===== config.mk =====
export PLATFORM = sky130hd
export DESIGN_NAME = htdc_top
export DESIGN_NICKNAME = d
export VERILOG_FILES = /design/src/hw/htdc_pkg.sv /design/src/hw/htdc_debounce.sv /design/src/hw/htdc_top.sv
export SDC_FILE = /design/constraint.sdc
export NUM_CORES = 1
export LEC_CHECK = 0
export BUFFER_PORTS_ARGS = -buffer_cell sky130_fd_sc_hd__buf_2
export CELL_PAD_IN_SITES_DETAIL_PLACEMENT = 1
export CELL_PAD_IN_SITES_GLOBAL_PLACEMENT = 1
export CORE_MARGIN = 2
export CORE_UTILIZATION = 47
export CTS_CLUSTER_SIZE = 24
export DETAILED_ROUTE_END_ITERATION = 8
export HOLD_SLACK_MARGIN = 0.05
export PLACE_DENSITY_LB_ADDON = 0.1
export SYNTH_ARGS = -nofsm -noshare
export SYNTH_HDL_FRONTEND = slang
export SYNTH_SLANG_ARGS = --single-unit

===== constraint.sdc =====
create_clock -name i_core_clk -period 7.35 [get_ports i_core_clk]
set_clock_uncertainty 0.05 [all_clocks]
set_input_delay 0.3675 -clock i_core_clk [delete_from_list [all_inputs] [get_ports i_core_clk]]
set_output_delay 0.3675 -clock i_core_clk [all_outputs]
set_load 0.03 [all_outputs]

===== src/hw/htdc_pkg.sv =====
// Functional notes
// - modes 00/01: switches follow manual bits
// - modes 10/11: manual bits ignored
// - switch state kept in standby domain
// - button detect only after switches configured
// - comparators 10 give type 1, 01 type 2
// - comparators 00 type 3, 11 type 4
// - types 1/4 close ref,filt,gnd@3, bias@4
// - type 2 mirrored; type 3 no bias
// - recognise mic short button press
// - wake output on plug change or button
// - three resets of decreasing reach
// - maskable interrupts, debounced status
// - shadow registers accumulate events between reads
// - latchable copies carry config to standby
// - bias output high impedance on unplug
// - standby runs with core supply absent
package htdc_pkg;

    ////////////////////////////////////////////////////////////////////////////
    // timing
    localparam int CLK_MHZ        = 250;
    localparam int SETTLE_TIME_NS = 1000;
    localparam int SETTLE_CYCLES  = (SETTLE_TIME_NS * CLK_MHZ + 999) / 1000;
    localparam int SETTLE_W       = 9;
    localparam int DBNC_TIME_US   = 1000;
    localparam int DBNC_CYCLES    = DBNC_TIME_US * CLK_MHZ;
    localparam int DBNC_W         = 18;
    localparam int SYNC_W         = 5;

    ////////////////////////////////////////////////////////////////////////////
    // register map, byte addresses
    localparam int          ADDR_W     = 8;
    localparam logic [7:0]  REG_CTRL   = 8'h00;
    localparam logic [7:0]  REG_SWITCH = 8'h04;
    localparam logic [7:0]  REG_STATUS = 8'h08;
    localparam logic [7:0]  REG_EVENT  = 8'h0c;
    localparam logic [7:0]  REG_MASK   = 8'h10;
    localparam logic [7:0]  REG_COUNT  = 8'h14;
    localparam logic [7:0]  REG_RESET  = 8'h18;

    // control fields
    localparam int CTRL_HDC_LSB    = 0;
    localparam int CTRL_INV_BIT    = 2;
    localparam int CTRL_PDN_BIT    = 3;
    localparam int CTRL_MODE_LSB   = 4;
    localparam int CTRL_MICOFF_BIT = 6;
    localparam int CTRL_SENSE_BIT  = 7;
    localparam int CTRL_LATCH_BIT  = 8;
    localparam int CTRL_START_BIT  = 9;
    localparam logic [7:0] CTRL_RST = 8'h48;
    localparam logic [7:0] SW_RST   = 8'h00;

    // status fields
    localparam int STAT_TYPE_LSB = 0;
    localparam int STAT_DONE_BIT = 3;
    localparam int STAT_PLUG_BIT = 4;
    localparam int STAT_BTN_BIT  = 5;
    localparam int STAT_HIZ_BIT  = 6;
    localparam int STAT_CFG_BIT  = 7;
    localparam int STAT_SW_LSB   = 8;
    localparam int STAT_CORE_BIT = 16;

    // events
    localparam int         EV_W      = 4;
    localparam int         EV_PLUG   = 0;
    localparam int         EV_BUTTON = 1;
    localparam int         EV_DONE   = 2;
    localparam int         EV_HIZ    = 3;
    localparam logic [3:0] MASK_RST  = 4'hf;

    // soft reset kinds written to the reset register
    localparam logic [1:0] RST_STATUS  = 2'h1;
    localparam logic [1:0] RST_DETECT  = 2'h2;
    localparam logic [1:0] RST_CONTROL = 2'h3;

    // jack types and switch patterns
    localparam logic [2:0] TYPE_NONE = 3'h0;
    localparam logic [2:0] TYPE_1    = 3'h1;
    localparam logic [2:0] TYPE_2    = 3'h2;
    localparam logic [2:0] TYPE_3    = 3'h3;
    localparam logic [2:0] TYPE_4    = 3'h4;
    // bit order: ref3 ref4 filt3 filt4 bias3 bias4 gnd3 gnd4 (lsb first)
    localparam logic [7:0] PAT_T1    = 8'h65;
    localparam logic [7:0] PAT_T2    = 8'h9a;
    localparam logic [7:0] PAT_T3    = 8'hcf;

    typedef enum logic [3:0] {
        ST_IDLE   = 4'b0001,
        ST_SETTLE = 4'b0010,
        ST_DECODE = 4'b0100,
        ST_DONE   = 4'b1000
    } htdc_state_t;

    // comparator pair to jack type
    function automatic logic [2:0] decode_type(input logic a, input logic b);
        unique case ({a, b})
            2'b10:   decode_type = TYPE_1;
            2'b01:   decode_type = TYPE_2;
            2'b00:   decode_type = TYPE_3;
            default: decode_type = TYPE_4;
        endcase
    endfunction

    // jack type to contact switch pattern
    function automatic logic [7:0] switch_pattern(input logic [2:0] t);
        unique case (t)
            TYPE_2:  switch_pattern = PAT_T2;
            TYPE_3:  switch_pattern = PAT_T3;
            default: switch_pattern = PAT_T1;
        endcase
    endfunction

    // byte-lane merge of a write into a register
    function automatic logic [31:0] lane_merge(input logic [31:0] old_v,
                                               input logic [31:0] wr_v,
                                               input logic [3:0]  be);
        for (int i = 0; i < 4; i++) begin
            lane_merge[i*8 +: 8] = be[i] ? wr_v[i*8 +: 8] : old_v[i*8 +: 8];
        end
    endfunction

endpackage


===== src/hw/htdc_debounce.sv =====
`timescale 1ns/1ps
module htdc_debounce
    import htdc_pkg::*;
#(
    parameter int CYCLES = DBNC_CYCLES
) (
    input  wire logic i_core_clk,
    input  wire logic i_rst,
    input  wire logic i_level,
    output logic      o_level,
    output logic      o_rise,
    output logic      o_fall
);
    logic [DBNC_W-1:0] count;
    logic [DBNC_W-1:0] next_count;
    logic              stable;
    logic              next_stable;

    ////////////////////////////////////////////////////////////////////////////
    // only a level held for the full count is reported
    always_comb begin
        next_count  = '0;
        next_stable = stable;
        if (i_level != stable) begin
            if (count >= DBNC_W'(CYCLES - 1)) begin
                next_stable = i_level;
            end else begin
                next_count = count + DBNC_W'(1);
            end
        end
    end

    always_ff @(posedge i_core_clk or posedge i_rst) begin
        if (i_rst) begin
            count  <= '0;
            stable <= 1'b0;
        end else begin
            count  <= next_count;
            stable <= next_stable;
        end
    end

    assign o_level = stable;
    assign o_rise  = next_stable & ~stable;
    assign o_fall  = ~next_stable & stable;
endmodule


===== src/hw/htdc_top.sv =====
`timescale 1ns/1ps
module htdc_top
    import htdc_pkg::*;
#(
    parameter int DEBOUNCE_CYCLES = htdc_pkg::DBNC_CYCLES
) (
    input  wire logic                      i_core_clk,
    input  wire logic                      i_rst,
    // avalon-mm slave
    input  wire logic [htdc_pkg::ADDR_W-1:0] i_avs_address,
    input  wire logic                      i_avs_read,
    input  wire logic                      i_avs_write,
    input  wire logic [31:0]               i_avs_writedata,
    input  wire logic [3:0]                i_avs_byteenable,
    output logic      [31:0]               o_avs_readdata,
    output logic                           o_avs_waitrequest,
    // analogue side, asynchronous
    input  wire logic                      i_cmp_a,
    input  wire logic                      i_cmp_b,
    input  wire logic                      i_plug_sense,
    input  wire logic                      i_mic_short,
    input  wire logic                      i_core_supply_ok,
    output logic      [7:0]                o_switch,
    output logic                           o_detect_run,
    output logic                           o_bias_hiz,
    output logic                           o_capture_invert,
    output logic                           o_global_powerdown,
    output logic      [1:0]                o_detect_mode,
    output logic                           o_mic_level_detect_off,
    output logic                           o_bias_sense_on,
    output logic                           o_wake,
    output logic                           o_irq
);
    import htdc_pkg::*;

    ////////////////////////////////////////////////////////////////////////////
    // pin synchronisers; stage one is read only by stage two
    logic [SYNC_W-1:0] sync1;
    logic [SYNC_W-1:0] sync2;

    always_ff @(posedge i_core_clk or posedge i_rst) begin
        if (i_rst) begin
            sync1 <= '0;
            sync2 <= '0;
        end else begin
            sync1 <= {i_core_supply_ok, i_mic_short, i_plug_sense, i_cmp_b, i_cmp_a};
            sync2 <= sync1;
        end
    end

    logic cmp_a;
    logic cmp_b;
    logic core_ok;
    assign cmp_a   = sync2[0];
    assign cmp_b   = sync2[1];
    assign core_ok = sync2[4];

    ////////////////////////////////////////////////////////////////////////////
    // debounced plug and button levels
    logic plug_lvl;
    logic plug_rise;
    logic plug_fall;
    logic btn_lvl;
    logic btn_rise;

    htdc_debounce #(.CYCLES(DEBOUNCE_CYCLES)) u_plug_dbnc (
        .i_core_clk (i_core_clk),
        .i_rst      (i_rst),
        .i_level    (sync2[2]),
        .o_level    (plug_lvl),
        .o_rise     (plug_rise),
        .o_fall     (plug_fall)
    );

    htdc_debounce #(.CYCLES(DEBOUNCE_CYCLES)) u_btn_dbnc (
        .i_core_clk (i_core_clk),
        .i_rst      (i_rst),
        .i_level    (sync2[3]),
        .o_level    (btn_lvl),
        .o_rise     (btn_rise),
        .o_fall     ()
    );

    ////////////////////////////////////////////////////////////////////////////
    // bus handshake: one wait state, answer on the second edge
    logic        ack;
    logic        next_ack;
    logic        req;
    logic        wr_go;
    logic        rd_go;
    logic [31:0] rdata;
    logic [31:0] next_rdata;
    logic [31:0] wr_ctrl;
    logic [31:0] wr_sw;

    assign req               = i_avs_read | i_avs_write;
    assign o_avs_waitrequest = req & ~ack;
    assign wr_go             = i_avs_write & ack;
    assign rd_go             = i_avs_read & ack;
    assign next_ack          = req & ~ack;

    ////////////////////////////////////////////////////////////////////////////
    // control state
    logic [7:0]      ctrl;
    logic [7:0]      next_ctrl;
    logic [7:0]      man_sw;
    logic [7:0]      next_man_sw;
    logic [EV_W-1:0] mask;
    logic [EV_W-1:0] next_mask;
    logic            latch_cmd;
    logic            start_cmd;
    logic [1:0]      rst_kind;
    logic            rst_status;
    logic            rst_detect;
    logic            rst_control;
    logic            auto_mode;

    assign auto_mode = ctrl[CTRL_HDC_LSB + 1];

    always_comb begin
        wr_ctrl     = lane_merge({24'h0, ctrl}, i_avs_writedata, i_avs_byteenable);
        wr_sw       = lane_merge({24'h0, man_sw}, i_avs_writedata, i_avs_byteenable);
        rst_kind    = (wr_go && i_avs_address == REG_RESET && i_avs_byteenable[0])
                      ? i_avs_writedata[1:0] : 2'h0;
        rst_control = (rst_kind == RST_CONTROL);
        rst_detect  = rst_control || (rst_kind == RST_DETECT);
        rst_status  = rst_detect || (rst_kind == RST_STATUS);
        latch_cmd   = wr_go && i_avs_address == REG_CTRL && wr_ctrl[CTRL_LATCH_BIT];
        start_cmd   = wr_go && i_avs_address == REG_CTRL && wr_ctrl[CTRL_START_BIT];
        next_ctrl   = ctrl;
        next_man_sw = man_sw;
        next_mask   = mask;
        if (rst_control) begin
            next_ctrl   = CTRL_RST;
            next_man_sw = SW_RST;
            next_mask   = MASK_RST;
        end else if (wr_go) begin
            unique case (i_avs_address)
                REG_CTRL:   next_ctrl   = wr_ctrl[7:0];
                REG_SWITCH: next_man_sw = wr_sw[7:0];
                REG_MASK:   next_mask   = i_avs_byteenable[0] ? i_avs_writedata[EV_W-1:0] : mask;
                default:    next_ctrl   = ctrl;
            endcase
        end
    end

    always_ff @(posedge i_core_clk or posedge i_rst) begin
        if (i_rst) begin
            ack    <= 1'b0;
            ctrl   <= CTRL_RST;
            man_sw <= SW_RST;
            mask   <= MASK_RST;
        end else begin
            ack    <= next_ack;
            ctrl   <= next_ctrl;
            man_sw <= next_man_sw;
            mask   <= next_mask;
        end
    end

    ////////////////////////////////////////////////////////////////////////////
    // automatic type detection; held idle without the core supply
    htdc_state_t         state;
    htdc_state_t         next_state;
    logic [SETTLE_W-1:0] settle;
    logic [SETTLE_W-1:0] next_settle;
    logic [2:0]          jack_type;
    logic [2:0]          next_jack_type;
    logic                done;
    logic                next_done;
    logic                apply_auto;

    always_comb begin
        next_state     = state;
        next_settle    = '0;
        next_jack_type = jack_type;
        next_done      = done;
        apply_auto     = 1'b0;
        unique case (state)
            ST_IDLE: begin
                if (auto_mode && (start_cmd || plug_rise)) begin
                    next_state = ST_SETTLE;
                    next_done  = 1'b0;
                end
            end
            ST_SETTLE: begin
                next_settle = settle + SETTLE_W'(1);
                if (settle == SETTLE_W'(SETTLE_CYCLES - 1)) begin
                    next_state = ST_DECODE;
                end
            end
            ST_DECODE: begin
                next_jack_type = decode_type(cmp_a, cmp_b);
                next_state     = ST_DONE;
            end
            ST_DONE: begin
                apply_auto = 1'b1;
                next_done  = 1'b1;
                next_state = ST_IDLE;
            end
            default: next_state = ST_IDLE;
        endcase
        if (!core_ok || rst_detect || !auto_mode) begin
            next_state = ST_IDLE;
            apply_auto = 1'b0;
        end
        if (rst_detect) begin
            next_jack_type = TYPE_NONE;
            next_done      = 1'b0;
        end
    end

    always_ff @(posedge i_core_clk or posedge i_rst) begin
        if (i_rst) begin
            state     <= ST_IDLE;
            settle    <= '0;
            jack_type <= TYPE_NONE;
            done      <= 1'b0;
        end else begin
            state     <= next_state;
            settle    <= next_settle;
            jack_type <= next_jack_type;
            done      <= next_done;
        end
    end

    ////////////////////////////////////////////////////////////////////////////
    // standby copies: only the hard reset clears stby_cfg; a control reset drops to manual mode so stby_sw follows man_sw to zero, but the switches
    // keep their state through status and detect resets and core supply loss
    logic [7:0] stby_sw;
    logic [7:0] next_stby_sw;
    logic [7:0] stby_cfg;
    logic [7:0] next_stby_cfg;
    logic       sw_cfg;
    logic       next_sw_cfg;

    always_comb begin
        next_stby_sw  = stby_sw;
        next_stby_cfg = stby_cfg;
        next_sw_cfg   = sw_cfg;
        if (core_ok) begin
            if (apply_auto) begin
                next_stby_sw = switch_pattern(jack_type);
                next_sw_cfg  = 1'b1;
            end else if (!auto_mode) begin
                next_stby_sw = man_sw;
                next_sw_cfg  = (man_sw != 8'h00);
            end
            if (latch_cmd) begin
                next_stby_cfg = wr_ctrl[7:0];
            end
        end
        if (rst_detect) begin
            next_sw_cfg = 1'b0;
        end
    end

    always_ff @(posedge i_core_clk or posedge i_rst) begin
        if (i_rst) begin
            stby_sw  <= SW_RST;
            stby_cfg <= CTRL_RST;
            sw_cfg   <= 1'b0;
        end else begin
            stby_sw  <= next_stby_sw;
            stby_cfg <= next_stby_cfg;
            sw_cfg   <= next_sw_cfg;
        end
    end

    ////////////////////////////////////////////////////////////////////////////
    // events, shadow count, bias hi-z, wake
    logic [EV_W-1:0] events;
    logic [EV_W-1:0] next_events;
    logic [EV_W-1:0] ev_set;
    logic [7:0]      ev_count;
    logic [7:0]      next_ev_count;
    logic            hiz;
    logic            next_hiz;
    logic            wake;
    logic            next_wake;
    logic            btn_press;

    assign btn_press = btn_rise & sw_cfg;

    always_comb begin
        ev_set            = '0;
        ev_set[EV_PLUG]   = plug_rise | plug_fall;
        ev_set[EV_BUTTON] = btn_press;
        ev_set[EV_DONE]   = apply_auto;
        ev_set[EV_HIZ]    = plug_fall & ~hiz;
        next_events       = events;
        next_ev_count     = ev_count;
        if (wr_go && i_avs_address == REG_EVENT) begin
            next_events = events & ~(i_avs_writedata[EV_W-1:0] & {EV_W{i_avs_byteenable[0]}});
        end
        if (rd_go && i_avs_address == REG_COUNT) begin
            next_ev_count = 8'h00;
        end
        if (rst_status) begin
            next_events   = '0;
            next_ev_count = 8'h00;
        end
        next_events = next_events | ev_set;   // set wins over clear
        if (|ev_set && next_ev_count != 8'hff) begin
            next_ev_count = next_ev_count + 8'h01;
        end
        // a quiet bias on unplug avoids the pop; insert restores it
        next_hiz = hiz;
        if (plug_fall) begin
            next_hiz = 1'b1;
        end else if (plug_rise || rst_detect) begin
            next_hiz = 1'b0;
        end
        next_wake = wake;
        if (ev_set[EV_PLUG] || btn_press) begin
            next_wake = 1'b1;
        end else if (wr_go && i_avs_address == REG_EVENT) begin
            next_wake = 1'b0;
        end
    end

    always_ff @(posedge i_core_clk or posedge i_rst) begin
        if (i_rst) begin
            events   <= '0;
            ev_count <= 8'h00;
            hiz      <= 1'b0;
            wake     <= 1'b0;
        end else begin
            events   <= next_events;
            ev_count <= next_ev_count;
            hiz      <= next_hiz;
            wake     <= next_wake;
        end
    end

    ////////////////////////////////////////////////////////////////////////////
    // read mux, captured in the wait cycle; unmapped reads give zero
    always_comb begin
        next_rdata = rdata;
        if (i_avs_read && !ack) begin
            unique case (i_avs_address)
                REG_CTRL:   next_rdata = {24'h0, ctrl};
                REG_SWITCH: next_rdata = {24'h0, man_sw};
                REG_STATUS: next_rdata = {15'h0, core_ok, stby_sw, sw_cfg, hiz,
                                          btn_lvl, plug_lvl, done, jack_type};
                REG_EVENT:  next_rdata = {28'h0, events};
                REG_MASK:   next_rdata = {28'h0, mask};
                REG_COUNT:  next_rdata = {24'h0, ev_count};
                default:    next_rdata = 32'h0;
            endcase
        end
    end

    always_ff @(posedge i_core_clk or posedge i_rst) begin
        if (i_rst) begin
            rdata <= 32'h0;
        end else begin
            rdata <= next_rdata;
        end
    end

    ////////////////////////////////////////////////////////////////////////////
    // outputs
    assign o_avs_readdata         = rdata;
    assign o_switch               = stby_sw;
    assign o_detect_run           = (state == ST_SETTLE) || (state == ST_DECODE);
    assign o_bias_hiz             = hiz;
    assign o_capture_invert       = ctrl[CTRL_INV_BIT];
    assign o_global_powerdown     = ctrl[CTRL_PDN_BIT];
    assign o_detect_mode          = stby_cfg[CTRL_MODE_LSB +: 2];
    assign o_mic_level_detect_off = stby_cfg[CTRL_MICOFF_BIT];
    assign o_bias_sense_on        = stby_cfg[CTRL_SENSE_BIT];
    assign o_wake                 = wake;
    assign o_irq                  = |(events & ~mask);
endmodule


==> key figures <==
Min path
  • Hold Crit Start: i_avs_writedata[5]
  • Min-Delay Endpoint: man_sw[5]
  • Min-delay worst type: input port to flop
  • Hold-critical path depth: 2

Run
  • # Max-Cap Violations: 0

Routing
  • DR iter-0 viols: slightly below 400
  • Vias: 5139
  • Number of iterations in the first detailed-routing pass: 5
  • Drt via density: 5.83
  • Wire per inst: 20.0 µm
  • Final WL: 17.7 mm
  • DRC violations left: 0
  • Detail Route Antenna Nets: 0

Final layout
  • Layout fillers: 1498
  • Ant. Diodes: 0
  • Area growth, synth to finish: 16.6%
  • Number of nets in the layout: 752
  • FF+latch area: 0.00326 mm²
  • Area of the multi-input gates: 0.00289 mm²
  • Share of post-route cells with drive strength above 1: 0.190

Global routing
  • GR Layer Usage met2: 0.433
  • Grt peak-use layer: met2
  • Largest net degree at the start of global routing: 80
  • Grt met1 use: 0.320
  • First-pass GRT wire length: 28.3 mm
  • Met3 usage: 0.0590
  • Initial antenna violation count: 0
  • GRT overflow: 0
  • Tot GR Track Use: 0.255
  • Number of global-route vias before repair: 5357

Timing
  • Pins Over Slew Limit: 0
  • # setup viols final: 0
  • Max Freq: around 0.27 GHz
  • Setup total negative slack: 0 ns
  • Unrepaired setup endpoints after global routing: no
  • Final Hold Fails: 0
  • Worst-margin pin slew: 0.999 ns
  • Rel. slew slack: 0.334
  • Fin crit share: 0.497
  • Clock period minus worst slack: 3.65 ns

Yosys
  • Post-synthesis sequential area ratio: 0.512
  • Top cell type's share of synthesized area: 0.479
  • Top cells by count, synth: dfrtp_1 (122), nand2_1 (75), nor2_1 (56)
  • FF+latch count, synth: 130
  • Syn. warnings: 0
  • Async SR Flop Fraction: 1.00
  • Area of the mapped netlist: 0.00637 mm²
  • Synth cell types: 73
  • Top FF cell, synth: dfrtp_1
  • Avg Inst Size Synth: 10.2 µm²
  • Number of synthesized flops with an enable pin: 0
  • Top cells by area, synth: dfrtp_1 (48%), nand2_1 (4.4%), dfstp_2 (3.3%)
  • Cell taking the most area after synthesis: dfrtp_1
  • Post-Synthesis Cells: 627
  • Most frequent cell after synthesis: dfrtp_1

Clock network
  • Worst skew pair latency: 0.43 ns
  • TritonCTS clock tree: done
  • CTS clock-pin slew for the worst setup and hold paths: 0.06 ns
  • Clock tree sinks: 130
  • Post-cts sizing count: 0
  • Clock buffer count from CTS: 17
  • Longest Clk Path Bufs: 2
  • H-tree Lvls: 4
  • Root Buffer: clkbuf_16

Placed design
  • DP HPWL: 11.8 mm
  • Port bufs: 64
  • Final GP Congestion: 0.823

Pwr
  • Static Leak: 3.41 nW
  • Clock Power Share: 0.507
  • Seq pwr share: 0.433
  • Max VDD drop: 0.168 mV
  • Total Power: 1.73 mW
  • P_sw: approximately 410 µW
  • Logic gate share of total power: 0.060
  • PwrDens: 233 mW/mm²
  • Switching Fraction: 0.237
  • P_int: 1.32 mW

Critical path
  • CP Launch Type: flop
  • CP max-delay cell: o211a_1
  • Worst path most repeated cell: ha_1
  • Worst Path Required: 7.61 ns
  • Worst reg2reg setup slack: 3.70 ns
  • Max incr delay on CP: 0.51 ns
  • Path type of the worst setup path: flop to flop
  • Reg2reg end: ev_count[1]
  • Crit. End Element: flop
  • CP Max Fanout: 20
  • Data arrival, critical path: 3.91 ns
  • Worst path cell trace: ha_1 -> and3_1 -> o41ai_1 -> a21boi_0 -> o211a_1 -> mux2_2 -> ha_1 -> nand2_1 -> a21oi_4 -> a22oi_2 -> mux2_1
  • R2R cell count: 11
  • Worst flop-to-flop path startpoint: u_plug_dbnc.count[0]
  • Worst Setup SP: u_plug_dbnc.count[0]

Run status
  • Status: completed

Die
  • Die width: approximately 120 µm
  • Die area: 0.0145 mm²
  • Starting Density: 0.481
  • I/O pins: approximately 100
  • Core Area: 0.0132 mm²
  • Die span in y: 120 µm
  • Row count: 42
[worst max path at each step]
stage	cells after the start	to	slack, ns
after floorplan	1	ack	3.48
after global placement	11	ev_count[1]	3.76
after detailed placement	11	ev_count[1]	3.71
after CTS	11	ev_count[1]	3.67
after global routing	11	ev_count[1]	3.45
final	11	ev_count[1]	3.70
[per-layer routing]
metal,wire [µm],vias to the layer above
li1,-,2346
met1,7380,2594
met2,8980,168
met3,976,31
met4,315,0
met5,0,-
[metrics by stage]
stage / cell area (µm²) / hold WS (ns) / instances / util / setup slack [ns]
floorplan: 6430 / 0.281 / 641 / - / 3.48
global placement: 6760 / 0.282 / 843 / 0.511 / 3.76
detailed placement: 6760 / 0.286 / 843 / 0.511 / 3.71
CTS: 7430 / 0.154 / 881 / 0.561 / 3.67
global route: 7430 / 0.158 / 881 / 0.561 / 3.45
finish: 7430 / 0.167 / 881 / 0.561 / 3.70
[repair_timing]
action                    4_1_cts  5_1_grt
setup buffers                   0        0
hold endpoints to repair       53        0
hold buffers                    6        0
[layout make-up]
cell class                      count  share of cell area
Sequential cell                   130               0.439
Multi-Input combinational cell    457               0.388
Clock buffer                       22              0.0638
Timing Repair Buffer               73              0.0542
Tap cell                          176              0.0296
Clock inverter                     10              0.0180
Inverter                           13             0.00690
[worst max-delay path: cells and delay by family (launching register included)]
family                     cells  cell delay (ns)
AOI/OAI and AO/OA              5             1.33
muxes                          2             0.78
DFF                            1             0.42
and+or+nand+nor                2             0.33
adders and majority gates      2             0.62
[cells by family after synthesis]
family,count (synthesis),synth area share
simple gates,285,0.237
mux,20,0.0326
fa+ha+maj,7,0.0137
buf+inv,54,0.0436
xor+xnor,37,0.0508
flops,130,0.512
other cells,1,0.000588
compound gates,93,0.110
[flip-flops by register name (all words and copies together), names as in the netlist, 3 cells and up]
register and cells:
o_switch 8, sync1 5, u_plug_dbnc.count 18, u_btn_dbnc.count 18, stby_cfg 4, ev_count 8
man_sw 8, ctrl 8, events 4, o_avs_readdata 17, state 4, jack_type 3
settle 9, sync2 5, mask 4
[cell usage in the layout (no fill, tap or decap), drive strengths merged, types with 10 or more instances in the layout]
cell type    n
dfrtp      122
buf         67
and3        19
a31oi       10
a21oi       23
xor2        19
clkbuf      22
inv         13
conb        15
a22o        12
xnor2       18
nor2        59
nor3        24
nand3       37
nand2       76
mux2i       14
nand2b      10
[power by group through the flow]
stage / Combinational, mW / Clock [mW] / Sequential, mW
2_1_floorplan: 0.0627 / 0 / 0.764
3_3_place_gp: 0.0976 / 0 / 0.759
3_5_place_dp: 0.101 / 0 / 0.759
4_1_cts: 0.104 / 0.888 / 0.747
5_1_grt: 0.114 / 0.917 / 0.750
6_report: 0.104 / 0.877 / 0.748
No activity file was read; power rests on OpenSTA's default activity.
